[config.mk]
export PLATFORM = sky130hd
export DESIGN_NAME = ttc_top
export DESIGN_NICKNAME = d
export VERILOG_FILES = /design/src/hdl/ttc_pkg.sv /design/src/hdl/ttc_top.sv
export SDC_FILE = /design/constraint.sdc
export NUM_CORES = 1
export LEC_CHECK = 0
export BUFFER_PORTS_ARGS = -buffer_cell sky130_fd_sc_hd__buf_2
export CORE_UTILIZATION = 55
export DETAILED_ROUTE_END_ITERATION = 12
export GPL_ROUTABILITY_DRIVEN = 1
export PLACE_DENSITY = 0.73
export SLEW_MARGIN = 20
export SYNTH_ARGS = -nofsm -noshare
export SYNTH_HDL_FRONTEND = slang
export SYNTH_SLANG_ARGS = --single-unit
[constraint.sdc]
create_clock -name mclk -period 5.85 [get_ports mclk]
set_clock_uncertainty 0.05 [all_clocks]
set_input_delay 0.2925 -clock mclk [delete_from_list [all_inputs] [get_ports mclk]]
set_output_delay 0.2925 -clock mclk [all_outputs]
set_load 0.01 [all_outputs]
[src/hdl/ttc_pkg.sv]
// ttc_pkg: register map, field layout and widths of the timer unit.
// assumes an 8-bit register port and a free-running system clock.
package ttc_pkg;
  localparam int ADDR_W   = 5;
  localparam int DATA_W   = 8;
  localparam int WIDE_W   = 16;
  localparam int NARROW_W = 8;
  localparam int PRE_W    = 13;
  localparam int SEL_W    = 3;

  // register offsets
  localparam logic [ADDR_W-1:0] WIDE_MODE_OFS     = 5'h00;
  localparam logic [ADDR_W-1:0] NA_MODE_OFS       = 5'h01;
  localparam logic [ADDR_W-1:0] NB_MODE_OFS       = 5'h02;
  localparam logic [ADDR_W-1:0] OUT_MODE_OFS      = 5'h03;
  localparam logic [ADDR_W-1:0] WIDE_HI_MSB_OFS   = 5'h04;
  localparam logic [ADDR_W-1:0] WIDE_HI_LSB_OFS   = 5'h05;
  localparam logic [ADDR_W-1:0] WIDE_LO_MSB_OFS   = 5'h06;
  localparam logic [ADDR_W-1:0] WIDE_LO_LSB_OFS   = 5'h07;
  localparam logic [ADDR_W-1:0] NA_HI_OFS         = 5'h08;
  localparam logic [ADDR_W-1:0] NA_LO_OFS         = 5'h09;
  localparam logic [ADDR_W-1:0] NB_DATA_OFS       = 5'h0A;
  localparam logic [ADDR_W-1:0] WIDE_CNT_MSB_OFS  = 5'h0B;
  localparam logic [ADDR_W-1:0] WIDE_CNT_LSB_OFS  = 5'h0C;
  localparam logic [ADDR_W-1:0] NA_CNT_OFS        = 5'h0D;
  localparam logic [ADDR_W-1:0] NB_CNT_OFS        = 5'h0E;
  localparam logic [ADDR_W-1:0] CAP_MSB_OFS       = 5'h0F;
  localparam logic [ADDR_W-1:0] CAP_LSB_OFS       = 5'h10;
  localparam logic [ADDR_W-1:0] FLAG_OFS          = 5'h11;

  // mode register fields
  localparam int RUN_BIT     = 0;
  localparam int RESTART_BIT = 1;
  localparam int CAPTURE_BIT = 2;
  localparam int SINGLE_BIT  = 3;
  localparam int EVERY2_BIT  = 4;
  localparam int SEL_LSB     = 5;
  // output mode and flag fields
  localparam int WIDE_INIT_BIT = 0;
  localparam int NA_INIT_BIT   = 1;
  localparam int WIDE_FLAG_BIT = 0;
  localparam int NA_FLAG_BIT   = 1;
  localparam int NB_FLAG_BIT   = 2;

  // clock selects
  localparam logic [SEL_W-1:0] WIDE_SEL_TAP11 = 3'h6;
  localparam logic [SEL_W-1:0] WIDE_SEL_EVENT = 3'h7;
  localparam logic [3:0]       WIDE_TAP_HIGH  = 4'hB;
  localparam logic [3:0]       NA_TAP_SKIP    = 4'h3;
  localparam logic [3:0]       NB_TAP_BASE    = 4'h5;

  localparam logic [DATA_W-1:0] REG_RESET = 8'h00;
endpackage

[src/hdl/ttc_top.sv]
// ttc_top: three up-counters on prescaler taps or the event input, with compare, toggle outputs and capture.
// assumes one 100 MHz mclk; pins are asynchronous and resynchronised here.
// How it works
// - one 16-bit counter and two 8-bit counters, each with compare data
// - wide counter clocked by taps 0..5, tap 11 or the event input
// - narrow a clocked by taps 0..3 or 7..10
// - narrow b clocked by taps 5..12
// - wide and narrow a clear to zero on match and raise timeout
// - narrow counters never take the event input
// - run bit pauses and resumes without clearing the count
// - wide and narrow a count only while run and restart bits are both one; narrow b counts on restart alone
// - capture enable measures period on second interrupt pin, captured value readable
// - running count readable without disturbing it
// - reset stops all counting
// - initial level picks low or high compare data and drives output
// - single mode: match, interrupt, toggle, then stop cleared
// - modulo-n mode: repeat, toggle on each match, interrupt on each or every second match
// - every-second bit halves interrupt rate in modulo-n mode
// - narrow b clears and interrupts on match, interval timer
// - narrow b restart one clears and starts; write zero first
// - narrow b count readable at any time
// - wide uses high and low 16-bit data; narrow a two bytes; narrow b one
// - flags stay set until software clears or interrupt accepted
`timescale 1ns/1ps
module ttc_top
  import ttc_pkg::*;
(
  input  wire logic                         mclk,
  input  wire logic                         reset_n,
  input  wire logic [ttc_pkg::ADDR_W-1:0]   addr,
  input  wire logic [ttc_pkg::DATA_W-1:0]   wr_data,
  input  wire logic                         wr_stb,
  input  wire logic                         rd_stb,
  output logic      [ttc_pkg::DATA_W-1:0]   rd_data,
  input  wire logic                         event_clock_input_n,
  input  wire logic                         second_ext_irq_pin,
  input  wire logic [2:0]                   irq_accept,
  output logic                              wide_timeout_request,
  output logic                              narrow_a_timeout_request,
  output logic                              narrow_b_timeout_request,
  output logic [2:0]                        timeout_flags,
  output logic                              wide_toggle_output,
  output logic                              narrow_a_toggle_output
);
  import ttc_pkg::*;

  // tap k ticks as its low bits all reach one
  function automatic logic tap_tick(input logic [PRE_W-1:0] pre, input logic [3:0] k);
    logic [PRE_W-1:0] mask;
    mask = '0;
    for (int i = 0; i < PRE_W; i++) begin
      if (i <= int'(k)) begin
        mask[i] = 1'b1;
      end
    end
    return (pre & mask) == mask;
  endfunction

  logic                rst_meta_n;
  logic                rst_n;
  logic [PRE_W-1:0]    prescaler_tap;
  logic [DATA_W-1:0]   wide_mode_reg;
  logic [DATA_W-1:0]   narrow_a_mode_reg;
  logic [DATA_W-1:0]   narrow_b_mode_reg;
  logic [DATA_W-1:0]   shared_output_mode_reg;
  logic [WIDE_W-1:0]   wide_hi_data;
  logic [WIDE_W-1:0]   wide_lo_data;
  logic [NARROW_W-1:0] narrow_a_hi_data;
  logic [NARROW_W-1:0] narrow_a_lo_data;
  logic [NARROW_W-1:0] narrow_b_compare_data;
  logic [WIDE_W-1:0]   wide_count;
  logic [NARROW_W-1:0] narrow_a_count;
  logic [NARROW_W-1:0] narrow_b_count;
  logic [WIDE_W-1:0]   capture_value;
  logic                wide_done;
  logic                narrow_a_done;
  logic                wide_phase;
  logic                narrow_a_phase;
  logic [1:0]          event_sync;
  logic                event_prev;
  logic [1:0]          capture_sync;
  logic                capture_prev;

  // mode decode
  logic wide_count_run, wide_restart, capture_enable, wide_single_mode, wide_irq_every_second;
  logic narrow_a_count_run, narrow_a_restart, narrow_a_single_mode, narrow_a_irq_every_second;
  logic narrow_b_restart;
  logic wide_out_initial_level, narrow_a_out_initial_level;
  logic [SEL_W-1:0] wide_sel, narrow_a_sel, narrow_b_sel;

  assign wide_count_run             = wide_mode_reg[RUN_BIT];
  assign wide_restart               = wide_mode_reg[RESTART_BIT];
  assign capture_enable             = wide_mode_reg[CAPTURE_BIT];
  assign wide_single_mode           = wide_mode_reg[SINGLE_BIT];
  assign wide_irq_every_second      = wide_mode_reg[EVERY2_BIT];
  assign wide_sel                   = wide_mode_reg[SEL_LSB +: SEL_W];
  assign narrow_a_count_run         = narrow_a_mode_reg[RUN_BIT];
  assign narrow_a_restart           = narrow_a_mode_reg[RESTART_BIT];
  assign narrow_a_single_mode       = narrow_a_mode_reg[SINGLE_BIT];
  assign narrow_a_irq_every_second  = narrow_a_mode_reg[EVERY2_BIT];
  assign narrow_a_sel               = narrow_a_mode_reg[SEL_LSB +: SEL_W];
  assign narrow_b_restart           = narrow_b_mode_reg[RESTART_BIT];
  assign narrow_b_sel               = narrow_b_mode_reg[SEL_LSB +: SEL_W];
  assign wide_out_initial_level     = shared_output_mode_reg[WIDE_INIT_BIT];
  assign narrow_a_out_initial_level = shared_output_mode_reg[NA_INIT_BIT];

  // reset release through two flops
  always_ff @(posedge mclk or negedge reset_n) begin
    if (!reset_n) begin
      rst_meta_n <= 1'b0;
      rst_n      <= 1'b0;
    end else begin
      rst_meta_n <= 1'b1;
      rst_n      <= rst_meta_n;
    end
  end

  // free-running prescaler; held in reset
  always_ff @(posedge mclk or negedge rst_n) begin
    if (!rst_n) begin
      prescaler_tap <= '0;
    end else begin
      prescaler_tap <= prescaler_tap + 1'b1;
    end
  end

  // pin synchronisers; edges seen on stage two only
  always_ff @(posedge mclk or negedge rst_n) begin
    if (!rst_n) begin
      event_sync   <= 2'b11;
      event_prev   <= 1'b1;
      capture_sync <= 2'b00;
      capture_prev <= 1'b0;
    end else begin
      event_sync   <= {event_sync[0], event_clock_input_n};
      event_prev   <= event_sync[1];
      capture_sync <= {capture_sync[0], second_ext_irq_pin};
      capture_prev <= capture_sync[1];
    end
  end

  logic event_edge;
  logic capture_edge;
  assign event_edge   = event_prev & ~event_sync[1];
  assign capture_edge = ~capture_prev & capture_sync[1];

  // count clock selection
  logic wide_tick, narrow_a_tick, narrow_b_tick;
  always_comb begin
    if (wide_sel == WIDE_SEL_EVENT) begin
      wide_tick = event_edge;
    end else if (wide_sel == WIDE_SEL_TAP11) begin
      wide_tick = tap_tick(prescaler_tap, WIDE_TAP_HIGH);
    end else begin
      wide_tick = tap_tick(prescaler_tap, {1'b0, wide_sel});
    end
    // upper half of select skips taps 4..6
    if (narrow_a_sel[SEL_W-1]) begin
      narrow_a_tick = tap_tick(prescaler_tap, {1'b0, narrow_a_sel} + NA_TAP_SKIP);
    end else begin
      narrow_a_tick = tap_tick(prescaler_tap, {1'b0, narrow_a_sel});
    end
    narrow_b_tick = tap_tick(prescaler_tap, {1'b0, narrow_b_sel} + NB_TAP_BASE);
  end

  // compare value follows present output level
  logic [WIDE_W-1:0]   wide_cmp;
  logic [NARROW_W-1:0] narrow_a_cmp;
  assign wide_cmp     = wide_toggle_output ? wide_hi_data : wide_lo_data;
  assign narrow_a_cmp = narrow_a_toggle_output ? narrow_a_hi_data : narrow_a_lo_data;

  logic wide_go, narrow_a_go, wide_match, narrow_a_match, narrow_b_match;
  assign wide_go        = wide_count_run & wide_restart & ~wide_done;
  assign narrow_a_go    = narrow_a_count_run & narrow_a_restart & ~narrow_a_done;
  assign wide_match     = wide_go & wide_tick & (wide_count == wide_cmp);
  assign narrow_a_match = narrow_a_go & narrow_a_tick & (narrow_a_count == narrow_a_cmp);
  assign narrow_b_match = narrow_b_restart & narrow_b_tick
                          & (narrow_b_count == narrow_b_compare_data);

  logic wide_irq_now, narrow_a_irq_now;
  // modulo-n may skip every other match
  assign wide_irq_now     = wide_match & (wide_single_mode | ~wide_irq_every_second
                                          | wide_phase);
  assign narrow_a_irq_now = narrow_a_match & (narrow_a_single_mode | ~narrow_a_irq_every_second
                                              | narrow_a_phase);

  // register writes
  logic wr_flags;
  assign wr_flags = wr_stb && (addr == FLAG_OFS);
  always_ff @(posedge mclk or negedge rst_n) begin
    if (!rst_n) begin
      wide_mode_reg          <= REG_RESET;
      narrow_a_mode_reg      <= REG_RESET;
      narrow_b_mode_reg      <= REG_RESET;
      shared_output_mode_reg <= REG_RESET;
      wide_hi_data           <= '0;
      wide_lo_data           <= '0;
      narrow_a_hi_data       <= '0;
      narrow_a_lo_data       <= '0;
      narrow_b_compare_data  <= '0;
    end else if (wr_stb) begin
      if (addr == WIDE_MODE_OFS) begin
        wide_mode_reg <= wr_data;
      end else if (addr == NA_MODE_OFS) begin
        narrow_a_mode_reg <= wr_data;
      end else if (addr == NB_MODE_OFS) begin
        narrow_b_mode_reg <= wr_data;
      end else if (addr == OUT_MODE_OFS) begin
        shared_output_mode_reg <= wr_data;
      end else if (addr == WIDE_HI_MSB_OFS) begin
        wide_hi_data[WIDE_W-1:NARROW_W] <= wr_data;
      end else if (addr == WIDE_HI_LSB_OFS) begin
        wide_hi_data[NARROW_W-1:0] <= wr_data;
      end else if (addr == WIDE_LO_MSB_OFS) begin
        wide_lo_data[WIDE_W-1:NARROW_W] <= wr_data;
      end else if (addr == WIDE_LO_LSB_OFS) begin
        wide_lo_data[NARROW_W-1:0] <= wr_data;
      end else if (addr == NA_HI_OFS) begin
        narrow_a_hi_data <= wr_data;
      end else if (addr == NA_LO_OFS) begin
        narrow_a_lo_data <= wr_data;
      end else if (addr == NB_DATA_OFS) begin
        // accepted any time; a change mid-count may miss a match
        narrow_b_compare_data <= wr_data;
      end
    end
  end

  // wide counter: restart low holds cleared, capture clears on pin edge
  always_ff @(posedge mclk or negedge rst_n) begin
    if (!rst_n) begin
      wide_count    <= '0;
      capture_value <= '0;
      wide_done     <= 1'b0;
      wide_phase    <= 1'b0;
    end else if (!wide_restart) begin
      wide_count <= '0;
      wide_done  <= 1'b0;
      wide_phase <= 1'b0;
    end else begin
      if (capture_enable && capture_edge) begin
        capture_value <= wide_count;
        wide_count    <= '0;
      end else if (wide_match) begin
        wide_count <= '0;
        wide_phase <= ~wide_phase;
        wide_done  <= wide_single_mode;
      end else if (wide_go && wide_tick) begin
        wide_count <= wide_count + 1'b1;
      end
    end
  end

  // narrow a counter
  always_ff @(posedge mclk or negedge rst_n) begin
    if (!rst_n) begin
      narrow_a_count <= '0;
      narrow_a_done  <= 1'b0;
      narrow_a_phase <= 1'b0;
    end else if (!narrow_a_restart) begin
      narrow_a_count <= '0;
      narrow_a_done  <= 1'b0;
      narrow_a_phase <= 1'b0;
    end else if (narrow_a_match) begin
      narrow_a_count <= '0;
      narrow_a_phase <= ~narrow_a_phase;
      narrow_a_done  <= narrow_a_single_mode;
    end else if (narrow_a_go && narrow_a_tick) begin
      narrow_a_count <= narrow_a_count + 1'b1;
    end
  end

  // narrow b interval counter
  always_ff @(posedge mclk or negedge rst_n) begin
    if (!rst_n) begin
      narrow_b_count <= '0;
    end else if (!narrow_b_restart || narrow_b_match) begin
      narrow_b_count <= '0;
    end else if (narrow_b_tick) begin
      narrow_b_count <= narrow_b_count + 1'b1;
    end
  end

  // toggle outputs: restart low parks them at the initial level
  always_ff @(posedge mclk or negedge rst_n) begin
    if (!rst_n) begin
      wide_toggle_output     <= 1'b0;
      narrow_a_toggle_output <= 1'b0;
    end else begin
      if (!wide_restart) begin
        wide_toggle_output <= wide_out_initial_level;
      end else if (wide_match) begin
        wide_toggle_output <= ~wide_toggle_output;
      end
      if (!narrow_a_restart) begin
        narrow_a_toggle_output <= narrow_a_out_initial_level;
      end else if (narrow_a_match) begin
        narrow_a_toggle_output <= ~narrow_a_toggle_output;
      end
    end
  end

  // request pulses, one mclk wide
  always_ff @(posedge mclk or negedge rst_n) begin
    if (!rst_n) begin
      wide_timeout_request     <= 1'b0;
      narrow_a_timeout_request <= 1'b0;
      narrow_b_timeout_request <= 1'b0;
    end else begin
      wide_timeout_request     <= wide_irq_now;
      narrow_a_timeout_request <= narrow_a_irq_now;
      narrow_b_timeout_request <= narrow_b_match;
    end
  end

  // sticky flags: a new event beats a clear in the same cycle
  logic [2:0] flag_set;
  logic [2:0] flag_clr;
  assign flag_set = {narrow_b_timeout_request, narrow_a_timeout_request, wide_timeout_request};
  assign flag_clr = irq_accept | (wr_flags ? wr_data[2:0] : 3'h0);
  always_ff @(posedge mclk or negedge rst_n) begin
    if (!rst_n) begin
      timeout_flags <= 3'h0;
    end else begin
      timeout_flags <= flag_set | (timeout_flags & ~flag_clr);
    end
  end

  // read port: data one cycle after the strobe, zero otherwise
  logic [DATA_W-1:0] next_rd_data;
  always_comb begin
    next_rd_data = '0;
    if (!rd_stb) begin
      next_rd_data = '0;
    end else if (addr == WIDE_MODE_OFS) begin
      next_rd_data = wide_mode_reg;
    end else if (addr == NA_MODE_OFS) begin
      next_rd_data = narrow_a_mode_reg;
    end else if (addr == NB_MODE_OFS) begin
      next_rd_data = narrow_b_mode_reg;
    end else if (addr == OUT_MODE_OFS) begin
      next_rd_data = shared_output_mode_reg;
    end else if (addr == WIDE_HI_MSB_OFS) begin
      next_rd_data = wide_hi_data[WIDE_W-1:NARROW_W];
    end else if (addr == WIDE_HI_LSB_OFS) begin
      next_rd_data = wide_hi_data[NARROW_W-1:0];
    end else if (addr == WIDE_LO_MSB_OFS) begin
      next_rd_data = wide_lo_data[WIDE_W-1:NARROW_W];
    end else if (addr == WIDE_LO_LSB_OFS) begin
      next_rd_data = wide_lo_data[NARROW_W-1:0];
    end else if (addr == NA_HI_OFS) begin
      next_rd_data = narrow_a_hi_data;
    end else if (addr == NA_LO_OFS) begin
      next_rd_data = narrow_a_lo_data;
    end else if (addr == NB_DATA_OFS) begin
      next_rd_data = narrow_b_compare_data;
    end else if (addr == WIDE_CNT_MSB_OFS) begin
      // bytes are live, not latched; software re-reads the upper byte
      next_rd_data = wide_count[WIDE_W-1:NARROW_W];
    end else if (addr == WIDE_CNT_LSB_OFS) begin
      next_rd_data = wide_count[NARROW_W-1:0];
    end else if (addr == NA_CNT_OFS) begin
      next_rd_data = narrow_a_count;
    end else if (addr == NB_CNT_OFS) begin
      next_rd_data = narrow_b_count;
    end else if (addr == CAP_MSB_OFS) begin
      next_rd_data = capture_value[WIDE_W-1:NARROW_W];
    end else if (addr == CAP_LSB_OFS) begin
      next_rd_data = capture_value[NARROW_W-1:0];
    end else if (addr == FLAG_OFS) begin
      next_rd_data = {5'h00, timeout_flags};
    end
  end

  always_ff @(posedge mclk or negedge rst_n) begin
    if (!rst_n) begin
      rd_data <= '0;
    end else begin
      rd_data <= next_rd_data;
    end
  end
endmodule

Word-level counts from Yosys, hierarchy flattened

Index checks and enable logic that the tools add are counted.

Register bits after elaboration: 177
Bits of input ports: 22
Output and inout port bits: 16
Word-level logic and storage cells: 302

Add/subtract/negate cells: 6
Order comparisons: 38
Eq/ne operators: 32
Multiplexer cells: 125
Bitwise gates (word level): 47
Reductions and logical operators: 21

Operator list:

| cell                                                | number |
|---|---|
| two-way mux 8 bit                                   | 24 |
| two-way mux 1 bit                                   | 94 |
| two-way mux 16 bit                                  | 5 |
| equality test 5 x 4 -> 1 bit, second input constant | 8 |
| <= comparator 4 bit, first input constant           | 10 |
| <= comparator 3 x 4 -> 1 bit, first input constant  | 8 |
| AND 13 bit                                          | 2 |
| AND 13 x 8 -> 13 bit                                | 2 |
| equality test 13 bit                                | 2 |
| equality test 13 x 8 -> 1 bit                       | 2 |
| <= comparator 3 bit, first input constant           | 8 |
| equality test 5 x 3 -> 1 bit, second input constant | 4 |
| NOT 1 bit                                           | 20 |
| adder 16 x 1 -> 16 bit, second input constant       | 1 |
| adder 8 x 1 -> 8 bit, second input constant         | 2 |
| equality test 16 bit                                | 1 |
| equality test 8 bit                                 | 2 |
| <= comparator 2 x 4 -> 1 bit, first input constant  | 4 |
| AND 1 bit                                           | 14 |
| adder 13 x 1 -> 13 bit, second input constant       | 1 |
| AND 13 x 12 -> 13 bit                               | 1 |
| equality test 13 x 12 -> 1 bit                      | 1 |
| <= comparator 2 x 3 -> 1 bit, first input constant  | 4 |
| AND reduction 12 bit                                | 1 |
| other kinds (32)                                    | 48 |

Logic depth before layout (Yosys ltp)

Gate-level depths: netlist (run 1).

Depth in word-level cells: 20
Mapped depth: 9
Depth with buffers taken out: 8

Worst setup path before layout (run 1)

OpenSTA, ideal clock, no wires.

Path kind: reg2reg
Start point: register narrow_a_mode_reg[5]
End point: register narrow_a_toggle_output
Setup time: 0.084 ns
Arrival time: 2.404 ns
Data required time: 5.716 ns
Setup slack: 3.312 ns
Cell stages (with the launch flop): 10
Buffers on the path: 1
Clock period less this slack: 2.538 ns
Cells stage by stage: dfrtp_1 > clkbuf_1 > inv_1 > ha_1 > or3b_2 > nand4_1 > a211oi_1 > a31oi_1 > o21ai_1 > o21ai_0

Word-level cells in the longest chain between the ends: 10
Elaborated cells between the ends (all ways): 66
Classes of those cells: add/sub (1); order compare (19); eq/ne (3); mux (39); bitwise (4)

RTL lines:

| what                                                 | RTL line       | RTL |
|---|---|---|
| start, declared                                      | ttc_top.sv:63  | `logic [DATA_W-1:0] narrow_a_mode_reg;` |
| start signal, assigned                               | ttc_top.sv:205 | `narrow_a_mode_reg <= wr_data;` |
| adder 3 x 2 -> 4 bit                                 | ttc_top.sv:159 | `narrow_a_tick = tap_tick(prescaler_tap, {1'b0, narrow_a_sel} + NA_TAP_SKIP);` |
| <= comparator 1 x 4 -> 1 bit (tied with other cells) | ttc_top.sv:52  | `if (i <= int'(k)) begin` |
| two-way mux 1 bit                                    | ttc_top.sv:52  |  |
| two-way mux 1 bit                                    | ttc_top.sv:158 | `if (narrow_a_sel[SEL_W-1]) begin` |
| AND 13 bit                                           | ttc_top.sv:56  | `return (pre & mask) == mask;` |
| equality test 13 bit                                 | ttc_top.sv:56  |  |
| two-way mux 1 bit *                                  | ttc_top.sv:158 |  |
| AND 1 bit * (2 in a row)                             | ttc_top.sv:176 | `assign narrow_a_match = narrow_a_go & narrow_a_tick & (narrow_a_count == narrow_a_cmp);` |
| inequality test 2 x 1 -> 1 bit (no source line) *    | --             |  |
| end signal, assigned                                 | ttc_top.sv:296 | `narrow_a_toggle_output <= narrow_a_out_initial_level;` |
| end signal, assigned                                 | ttc_top.sv:298 | `narrow_a_toggle_output <= ~narrow_a_toggle_output;` |
| end, declared                                        | ttc_top.sv:43  | `output logic narrow_a_toggle_output` |

Mark *: on every way between the ends. The rest lies on a longest branch, timed or not. The select of a mux whose other input is x is not followed.
A chain may end at the register's enable or synchronous reset.

Final worst setup path (run 1)

Start point: register wide_toggle_output
End point: register wide_phase

Word-level cells in the longest chain between the ends: 5

RTL lines:

| what                                            | RTL line       | RTL |
|---|---|---|
| start, declared                                 | ttc_top.sv:42  | `output logic wide_toggle_output,` |
| start signal, assigned                          | ttc_top.sv:291 | `wide_toggle_output <= wide_out_initial_level;` |
| start signal, assigned                          | ttc_top.sv:293 | `wide_toggle_output <= ~wide_toggle_output;` |
| two-way mux 16 bit                              | ttc_top.sv:169 | `assign wide_cmp = wide_toggle_output ? wide_hi_data : wide_lo_data;` |
| equality test 16 bit                            | ttc_top.sv:175 | `assign wide_match = wide_go & wide_tick & (wide_count == wide_cmp);` |
| AND 1 bit                                       | ttc_top.sv:175 |  |
| inequality test 2 x 1 -> 1 bit (no source line) | --             |  |
| AND reduction 2 bit (no source line)            | --             |  |
| end signal, assigned                            | ttc_top.sv:246 | `wide_phase <= ~wide_phase;` |
| end, declared                                   | ttc_top.sv:77  | `logic wide_phase;` |

Every way passes these cells.

==> summary.json, run 1 <==
{
  "timing": {
    "maxClockFrequency_ghz": 0.2924,
    "finalMaxSlewViolations": 0,
    "rsz0062_at_grt": "false",
    "fin_crit_ps": 3420,
    "fin_tns_setup_ps": 0,
    "setup_slack_ps": 2430,
    "report.final.hold_viol_count": 0,
    "period_share_pct": 58.47,
    "max_slew.worst_pin.slew_ps": 1146,
    "slew_headroom_pct": 23.30,
    "setup_viol_count_final": 0
  },
  "drt": {
    "wl_per_cell_um": 23.23,
    "viasPerCell": 6.669,
    "initialDrtViolationCount": 991,
    "post-route-drc-count": 0,
    "num_vias": 8463,
    "drt_wl_total_mm": 29.48,
    "antenna_violating_nets_left": 0,
    "drt_first_pass_iters": 6
  },
  "logic_synthesis": {
    "synth_seq_area_share_pct": 43.58,
    "synthCells": 1039,
    "yosys_register_bits": 177,
    "mappedNetlistArea_um2": 10170,
    "synth.avg_cell_area_um2": 9.789,
    "yosysTopAreaCell": "sky130_fd_sc_hd__dfrtp_1",
    "netlist_top_cells_count": "sky130_fd_sc_hd__dfrtp_1, sky130_fd_sc_hd__mux2_2, sky130_fd_sc_hd__nand2_1",
    "synth.top_cell.area_share_pct": 42.81,
    "synthArstFlopShare_pct": 100.0,
    "synth_edf_count": 0,
    "synth_most_common_cell": "sky130_fd_sc_hd__dfrtp_1",
    "synth_cell_type_count": 83,
    "postSynth.topFlopCell": "sky130_fd_sc_hd__dfrtp_1",
    "syn-num-nets": 1072,
    "post_synth_main_area_contributors": "sky130_fd_sc_hd__dfrtp_1, sky130_fd_sc_hd__mux2_2, sky130_fd_sc_hd__o21ai_0, sky130_fd_sc_hd__xnor2_1, sky130_fd_sc_hd__nand3_1",
    "yosysWarnings": 0
  },
  "critical_path": {
    "r2r_setup_slack_ps": 2430,
    "worst_setup_path_start_kind": "register",
    "path_max_fanout": 34,
    "worst-endpoint-required_ps": 6170,
    "critical_path_buf_inv_count": 0,
    "critPathCaptureType": "register",
    "cell_depth_of_the_worst_flop_to_flop_path": 6,
    "rr_endpoint": "wide_phase",
    "timing.critical_path.arrival_ps": 3740,
    "path_cells": "mux2i_1 > xnor2_1 > nor4_1 > nand4_2 > or4_1 > a21boi_1",
    "path_class": "reg -> reg",
    "rr_startpoint": "wide_toggle_output",
    "critPathSlowestCell": "sky130_fd_sc_hd__dfrtp_1",
    "timing.critical_path.slowest_cell_delay_ps": 940,
    "cp_top_family": "simple AND/OR/NAND/NOR gates"
  },
  "die": {
    "number_of_placed_i_o_pins": 38,
    "rows": 49,
    "fp.dieW_um": 138.0,
    "initial_utilization_pct": 56.43,
    "design.die.area_um2": 19040,
    "floorplan.core_area_um2": 18020,
    "fp.dieH_um": 138.0
  },
  "placed_design": {
    "dpl.hpwl_mm": 20.67,
    "numPortBuffers": 37,
    "dp_slack_ps": 2477,
    "gp_congestion": 0.9393
  },
  "finish": {
    "final_nets": 1060,
    "final_layout_size_suffix_gt1_share_pct": 19.81,
    "fillCellCount": 1521,
    "ff_latch_area_um2": 4437,
    "antenna_cells": 0,
    "multi_input_area_um2": 5326,
    "relative_area_change_from_synthesis_to_final_layout_pct": 8.181,
    "post_layout_utilization_of_the_core_pct": 61.04
  },
  "worst_hold_path": {
    "hold_path_class": "in -> reg",
    "min_to": "timeout_flags[0]",
    "min-delay-start": "irq_accept[0]",
    "timing.hold.worst_path_depth": 3
  },
  "pwr": {
    "irDropWorstVdd_uv": 248.3,
    "combPwrFrac_pct": 18.8,
    "power.share.switching_pct": 31.89,
    "clkPwrFrac_pct": 34.0,
    "sequentialPowerShare_pct": 47.2,
    "netSwitchingPower_w": 0.001063,
    "p_per_area_nw_per_um2": 302.9,
    "internal-power_w": 0.002270,
    "p_leak_nw": 4.613
  },
  "grt": {
    "grt_start_max_net_pins": 70,
    "global_route.usage.total_pct": 32.50,
    "number_of_global_route_vias_before_repair": 7799,
    "globalRouteOverflowTotal": 0,
    "grt_first_pass_wirelength_mm": 45.52,
    "grt_antenna_before_repair": 0
  },
  "clock_network": {
    "cts.sink_count": 177,
    "worst_skew_pair_later_pin_latency_ps": 440,
    "h-tree-depth": 4,
    "clock_tree.root_cell": "sky130_fd_sc_hd__clkbuf_16",
    "worst_setup_hold_path_clk_slew_ps": 70,
    "cts.path.max_buffers": 2,
    "tritoncts": "built",
    "post_cts_resize_count": 0,
    "cts-buffers-inserted": 17
  },
  "run_status": {
    "outcome": "completed"
  },
  "run": {
    "max-cap-violations": 0
  }
}
## kinds of logic after synthesis
family / share of synthesized area, %
fa+ha+maj: 1.353
mux: 14.47
other cells: 0.03687
buf+inv: 4.158
flops: 43.58
simple gates: 17.26
compound gates: 15.18
xor+xnor: 3.961
## metrics by stage
| step | std cells | total power, W | hold slack (ps) | instance area [µm²] |
|---|---|---|---|---|
| global route | 1269 | 0.003465 | 103.7 | 11000 |
| detailed placement | 1234 | 0.002198 | 31.43 | 10380 |
| finish | 1269 | 0.003332 | 101.6 | 11000 |
| CTS | 1269 | 0.003326 | 99.77 | 10990 |
| global placement | 1234 | 0.002179 | 28.70 | 10380 |
| floorplan | 1039 | 0.002010 | -53.09 | 10170 |
## tightest hold or removal path: stages
cell and delay [ps]:
sky130_fd_sc_hd__buf_2 90, sky130_fd_sc_hd__inv_1 40, sky130_fd_sc_hd__a31o_2 130
## how the worst max path moves through the flow
stage | from | slack [ps] | to | depth (start not counted)
after floorplan | rst_n | 510 | capture_prev | 0
after global placement | wide_toggle_output | 2580 | wide_phase | 6
after detailed placement | wide_toggle_output | 2480 | wide_phase | 6
after CTS | wide_toggle_output | 2470 | wide_phase | 6
after global routing | wide_toggle_output | 2240 | wide_phase | 6
final | wide_toggle_output | 2430 | wide_phase | 6
## power by group through the flow
stage	logic, W	clock network (W)	registers [W]
3_3_place_gp	0.000600	0	0.00158
3_5_place_dp	0.000614	0	0.00158
6_report	0.000627	0.00113	0.00157
2_1_floorplan	0.000528	0	0.00148
4_1_cts	0.000620	0.00114	0.00156
5_1_grt	0.000684	0.00120	0.00159
## per-layer routing
metal	share of wire, %	wire (µm)	track usage [%]	vias to the layer above
li1	-	-	-	3782
met1	43	12670	45.38	4210
met2	47	13880	51.39	410
met3	7.2	2108	5.665	61
met4	2.8	819	10.21	0
met5	0	0	0	-
## area by class of cell
class | instances | share of cell area (%)
timing repair buffer | 48 | 2.502
multi-input combinational | 758 | 48.41
inverter | 25 | 0.8529
tap | 229 | 2.604
clock buffer | 18 | 3.991
sequential | 177 | 40.32
clock inverter | 14 | 1.319
## layout by cell type (no fill, tap or decap), types with 6 or more instances in the layout
cell type,netlist,routed
sky130_fd_sc_hd__and3_1,11,11
sky130_fd_sc_hd__xnor2_1,38,38
sky130_fd_sc_hd__clkbuf_16,0,17
sky130_fd_sc_hd__ha_1,11,11
sky130_fd_sc_hd__a22oi_1,7,7
sky130_fd_sc_hd__a21oi_1,57,56
sky130_fd_sc_hd__o22ai_1,6,6
sky130_fd_sc_hd__nand2_1,81,81
sky130_fd_sc_hd__buf_4,0,8
sky130_fd_sc_hd__o21ai_0,74,74
sky130_fd_sc_hd__dfrtp_1,174,173
sky130_fd_sc_hd__nand3b_1,8,8
sky130_fd_sc_hd__buf_2,14,37
sky130_fd_sc_hd__o311ai_1,6,6
sky130_fd_sc_hd__inv_1,25,25
sky130_fd_sc_hd__nand4_1,17,17
sky130_fd_sc_hd__nor2b_1,11,10
sky130_fd_sc_hd__or3_1,8,8
sky130_fd_sc_hd__or4_1,11,11
sky130_fd_sc_hd__mux2_2,94,94
sky130_fd_sc_hd__mux2i_1,30,30
sky130_fd_sc_hd__a31oi_1,9,9
sky130_fd_sc_hd__nor2_1,55,55
sky130_fd_sc_hd__xor2_1,8,8
sky130_fd_sc_hd__nand3_1,64,64
sky130_fd_sc_hd__nand2b_1,11,11
sky130_fd_sc_hd__nor3_1,11,11
sky130_fd_sc_hd__o21ai_1,14,14
## repair_timing
| action | 4_1_cts | 5_1_grt |
|---|---|---|
| setup buffers | 0 | 0 |
| hold buffers | 3 | 0 |
| hold endpoints to repair | 4 | 0 |
No activity file was read; power rests on OpenSTA's default activity.
==> run 2: changes to the inputs <==
--- a/config.mk
+++ b/config.mk
@@ -5,6 +5,7 @@
 export SDC_FILE = /design/constraint.sdc
 export NUM_CORES = 1
 export LEC_CHECK = 0
+export ABC_AREA = 1
 export BUFFER_PORTS_ARGS = -buffer_cell sky130_fd_sc_hd__buf_2
 export CORE_UTILIZATION = 55
 export DETAILED_ROUTE_END_ITERATION = 12
==> constraint.sdc (replaced) <==
create_clock -name mclk -period 3.5 [get_ports mclk]
set_clock_uncertainty 0.05 [all_clocks]
set_input_delay 0.175 -clock mclk [delete_from_list [all_inputs] [get_ports mclk]]
set_output_delay 0.175 -clock mclk [all_outputs]
set_load 0.01 [all_outputs]
==> summary.json, run 2 <==
{
  "run_status": {
    "outcome": "completed"
  },
  "drt": {
    "drt_wl_total": {"value": 27.34, "unit": "mm", "change": "-7.2%"},
    "drt_first_pass_iters": {"value": 5, "change": "-1"},
    "num_vias": {"value": 8662, "change": "+2.4%"},
    "initialDrtViolationCount": {"value": 891, "change": "-10%"},
    "antenna_violating_nets_left": {"value": 0, "change": "unchanged"},
    "post-route-drc-count": {"value": 0, "change": "unchanged"},
    "viasPerCell": {"value": 5.767, "change": "-14%"},
    "wl_per_cell": {"value": 18.20, "unit": "µm", "change": "-22%"}
  },
  "pwr": {
    "fin_total_pwr": {"value": 0.005401, "unit": "W", "change": "+62%"},
    "p_per_area": {"value": 502.4, "unit": "nW/µm²", "change": "+66%"},
    "irDropWorstVdd": {"value": 380.9, "unit": "µV", "change": "+53%"},
    "p_leak": {"value": 5.116, "unit": "nW", "change": "+11%"}
  },
  "logic_synthesis": {
    "mappedNetlistArea": {"value": 9766, "unit": "µm²", "change": "-4.0%"},
    "syn-num-nets": {"value": 1272, "change": "+19%"},
    "yosysWarnings": {"value": 0, "change": "unchanged"},
    "synthCells": {"value": 1239, "change": "+19%"},
    "yosysTopAreaCell": "sky130_fd_sc_hd__dfrtp_1",
    "synth_most_common_cell": "sky130_fd_sc_hd__nand2_1",
    "synth.top_cell.area_share": {"value": 44.59, "unit": "%", "change": "+1.8 points"},
    "netlist_top_cells_count": "sky130_fd_sc_hd__nand2_1, sky130_fd_sc_hd__dfrtp_1, sky130_fd_sc_hd__o21ai_0",
    "synth_edf_count": {"value": 0, "change": "unchanged"},
    "postSynth.topFlopCell": "sky130_fd_sc_hd__dfrtp_1",
    "synth_cell_type_count": {"value": 48, "change": "-42%"},
    "post_synth_main_area_contributors": "sky130_fd_sc_hd__dfrtp_1, sky130_fd_sc_hd__nand2_1, sky130_fd_sc_hd__o21ai_0, sky130_fd_sc_hd__xor2_1, sky130_fd_sc_hd__inv_1",
    "synthArstFlopShare": {"value": 100.0, "unit": "%", "change": "unchanged"},
    "yosys_register_bits": {"value": 177, "change": "unchanged"},
    "synth.avg_cell_area": {"value": 7.882, "unit": "µm²", "change": "-19%"},
    "synth_seq_area_share": {"value": 45.39, "unit": "%", "change": "+1.8 points"}
  },
  "critical_path": {
    "worst_setup_path_start_kind": "register",
    "path_cells": "ha_1 > nand4_1 > nor3_2 > nand4_1 > nand3_1 > nand2_2 > nor2_4 > inv_2 > nand2_2 > nand2_2 > nand2_1 > o21ai_1",
    "critPathSlowestCell": "sky130_fd_sc_hd__dfrtp_1",
    "critPathCaptureType": "register",
    "rr_endpoint": "wide_phase",
    "timing.critical_path.slowest_cell_delay": {"value": 450, "unit": "ps", "change": "-490 ps"},
    "r2r_setup_slack": {"value": 1030, "unit": "ps", "change": "-1400 ps"},
    "cp_top_family": "simple AND/OR/NAND/NOR gates",
    "path_max_fanout": {"value": 8, "change": "-76%"},
    "worst-endpoint-required": {"value": 3780, "unit": "ps", "change": "-2390 ps"},
    "critical-path-top-cell-by-count": "sky130_fd_sc_hd__nand2_2",
    "path_class": "reg -> reg",
    "rr_startpoint": "prescaler_tap[1]",
    "timing.critical_path.arrival": {"value": 2740, "unit": "ps", "change": "-1000 ps"},
    "cell_depth_of_the_worst_flop_to_flop_path": {"value": 12, "change": "+6"},
    "critical_path_buf_inv_count": {"value": 1, "change": "+1"}
  },
  "clock_network": {
    "cts-buffers-inserted": {"value": 17, "change": "unchanged"},
    "worst_skew_pair_later_pin_latency": {"value": 450, "unit": "ps", "change": "about the same"},
    "cts.sink_count": {"value": 177, "change": "unchanged"},
    "clock_tree.root_cell": "sky130_fd_sc_hd__clkbuf_16",
    "cts.path.max_buffers": {"value": 2, "change": "unchanged"},
    "tritoncts": "built",
    "cts_setup_buffers": {"value": 0, "change": "unchanged"},
    "h-tree-depth": {"value": 4, "change": "unchanged"},
    "worst_setup_hold_path_clk_slew": {"value": 80, "unit": "ps", "change": "about the same"}
  },
  "placed_design": {
    "gp_congestion": {"value": 0.9774, "change": "+4.1%"},
    "dpl.hpwl": {"value": 19.52, "unit": "mm", "change": "-5.6%"},
    "post-place-cells": {"value": 1462, "change": "+18%"},
    "numPortBuffers": {"value": 37, "change": "unchanged"}
  },
  "worst_hold_path": {
    "min_to": "narrow_a_mode_reg[6]",
    "timing.hold.worst_path_depth": {"value": 3, "change": "unchanged"},
    "hold_path_class": "in -> reg",
    "min-delay-start": "wr_data[6]"
  },
  "grt": {
    "grt_first_pass_wirelength": {"value": 43.39, "unit": "mm", "change": "-4.7%"},
    "grt_antenna_before_repair": {"value": 0, "change": "unchanged"},
    "globalRouteOverflowTotal": {"value": 0, "change": "unchanged"},
    "grt_start_max_net_pins": {"value": 85, "change": "+21%"},
    "number_of_global_route_vias_before_repair": {"value": 8012, "change": "+2.7%"},
    "global_route.usage.total": {"value": 31.45, "unit": "%", "change": "-1.0 points"}
  },
  "die": {
    "initial_utilization": {"value": 56.46, "unit": "%", "change": "about the same"},
    "design.die.area": {"value": 18290, "unit": "µm²", "change": "-3.9%"},
    "fp.dieH": {"value": 135.3, "unit": "µm", "change": "-2.0%"},
    "floorplan.core_area": {"value": 17300, "unit": "µm²", "change": "-4.0%"},
    "fp.dieW": {"value": 135.3, "unit": "µm", "change": "-2.0%"},
    "number_of_placed_i_o_pins": {"value": 38, "change": "unchanged"},
    "rows": {"value": 48, "change": "-2.0%"}
  },
  "timing": {
    "fin_crit": {"value": 2467, "unit": "ps", "change": "-953.0 ps"},
    "fin_tns_setup": {"value": 0, "unit": "ps", "change": "unchanged"},
    "rsz0062_at_grt": "false",
    "report.final.hold_viol_count": {"value": 0, "change": "unchanged"},
    "max_slew.worst_pin.slew": {"value": 905.3, "unit": "ps", "change": "-240.9 ps"},
    "maxClockFrequency": {"value": 0.4053, "unit": "GHz", "change": "+39%"},
    "slew_headroom": {"value": 39.58, "unit": "%", "change": "+16 points"},
    "setup_viol_count_final": {"value": 0, "change": "unchanged"},
    "finalMaxSlewViolations": {"value": 0, "change": "unchanged"},
    "period_share": {"value": 70.49, "unit": "%", "change": "+12 points"},
    "whs": {"value": 211.2, "unit": "ps", "change": "+109.7 ps"}
  },
  "finish": {
    "antenna_cells": {"value": 0, "change": "unchanged"},
    "relative_area_change_from_synthesis_to_final_layout_pct": 10.08,
    "final_nets": {"value": 1297, "change": "+22%"},
    "most_common_cell_after_layout_fill_and_taps_aside": "sky130_fd_sc_hd__nand2_1",
    "layout.cells.most_common_list": "sky130_fd_sc_hd__nand2_1, sky130_fd_sc_hd__dfrtp_1, sky130_fd_sc_hd__o21ai_0",
    "final_layout_size_suffix_gt1_share": {"value": 11.67, "unit": "%", "change": "-8.1 points"},
    "final_cell_count_without_fillers": {"value": 1502, "change": "+18%"}
  },
  "run": {
    "max-cap-violations": {"value": 0, "change": "unchanged"}
  }
}
[run 2: changes by cell type in the layout (fill, tap and decap cells not counted), moves of 30 or more]
| cell | delta |
|---|---|
| sky130_fd_sc_hd__xor2_1 | +45 |
| sky130_fd_sc_hd__xnor2_1 | -35 |
| sky130_fd_sc_hd__o21ai_1 | +35 |
| sky130_fd_sc_hd__mux2_2 | -93 |
| sky130_fd_sc_hd__o21ai_0 | +33 |
| sky130_fd_sc_hd__nor2_1 | +31 |
| sky130_fd_sc_hd__inv_1 | +79 |
| sky130_fd_sc_hd__nand2_1 | +250 |
| sky130_fd_sc_hd__nand4_1 | +30 |
[run 2: logic make-up (layout without fill, tap and decap cells)]
group	count (synthesis)	in the layout	synth area share (%)
other	1	1	0.03840
AOI/OAI and AO/OA	245	245	13.53
adders and majority gates	11	11	1.409
buffers and inverters	169	207	7.328
and+or+nand+nor	578	578	27.06
xor gates and xnor gates	56	56	5.023
muxes	2	2	0.2178
DFF	177	177	45.39
[run 2: cell type report]
cell class,count,area [µm²]
Clock buffer,17,425.4
Clock inverter,15,201.4
Fill cell,1542,6546
Inverter,126,480.5
Multi-Input combinational cell,893,4617
Sequential cell,177,4437
Tap cell,225,281.5
Timing Repair Buffer,49,307.8
[run 2: worst register-to-register path, stage by stage (launching register included)]
cell and delay (ps):
sky130_fd_sc_hd__dfrtp_1 450, sky130_fd_sc_hd__ha_1 240, sky130_fd_sc_hd__nand4_1 150, sky130_fd_sc_hd__nor3_2 320, sky130_fd_sc_hd__nand4_1 150, sky130_fd_sc_hd__nand3_1 140
sky130_fd_sc_hd__nand2_2 180, sky130_fd_sc_hd__nor2_4 200, sky130_fd_sc_hd__inv_2 90, sky130_fd_sc_hd__nand2_2 90, sky130_fd_sc_hd__nand2_2 90, sky130_fd_sc_hd__nand2_1 120
sky130_fd_sc_hd__o21ai_1 80
[run 2: stage by stage]
stage | util [%] | instance area (µm²) | setup WS [ps]
final | 62.15 | 10750 | 1033
after global routing | 62.15 | 10750 | 773.5
after CTS | 62.15 | 10750 | 1075
after detailed placement | 58.07 | 10040 | 1110
after global placement | 58.07 | 10040 | 1173
after floorplan | - | 9767 | 529.3
[run 2: what timing repair did]
action                    4_1_cts  5_1_grt
hold buffers                    8        0
hold endpoints to repair       12        0
gates resized for setup         0        0
[run 2: where the power goes]
| group | switching (W) | leakage, nW | total (W) | internal, W |
|---|---|---|---|---|
| sequential | 0.000277 | 2.34 | 0.00254 | 0.00226 |
| combinational | 0.000572 | 2.47 | 0.000896 | 0.000324 |
| clock | 0.000981 | 0.302 | 0.00197 | 0.000986 |
[run 2: worst max path at each step]
stage	cells after the start	start	slack, ps	endpoint
CTS	12	narrow_a_mode_reg[5]	1080	narrow_a_count[6]
finish	12	prescaler_tap[1]	1030	wide_phase
detailed placement	10	prescaler_tap[1]	1110	wide_count[12]
floorplan	0	rst_n	530	capture_prev
global placement	11	narrow_a_mode_reg[5]	1170	narrow_a_count[3]
global route	11	narrow_a_mode_reg[5]	770	narrow_a_count[7]
[run 2: layer usage]
| layer | track usage, % | up-vias | part of all wire [%] |
|---|---|---|---|
| li1 | - | 4122 | - |
| met1 | 45.21 | 4091 | 45 |
| met2 | 46.81 | 387 | 45 |
| met3 | 5.275 | 62 | 6.8 |
| met4 | 13.55 | 0 | 3.5 |
| met5 | 0 | - | 0 |
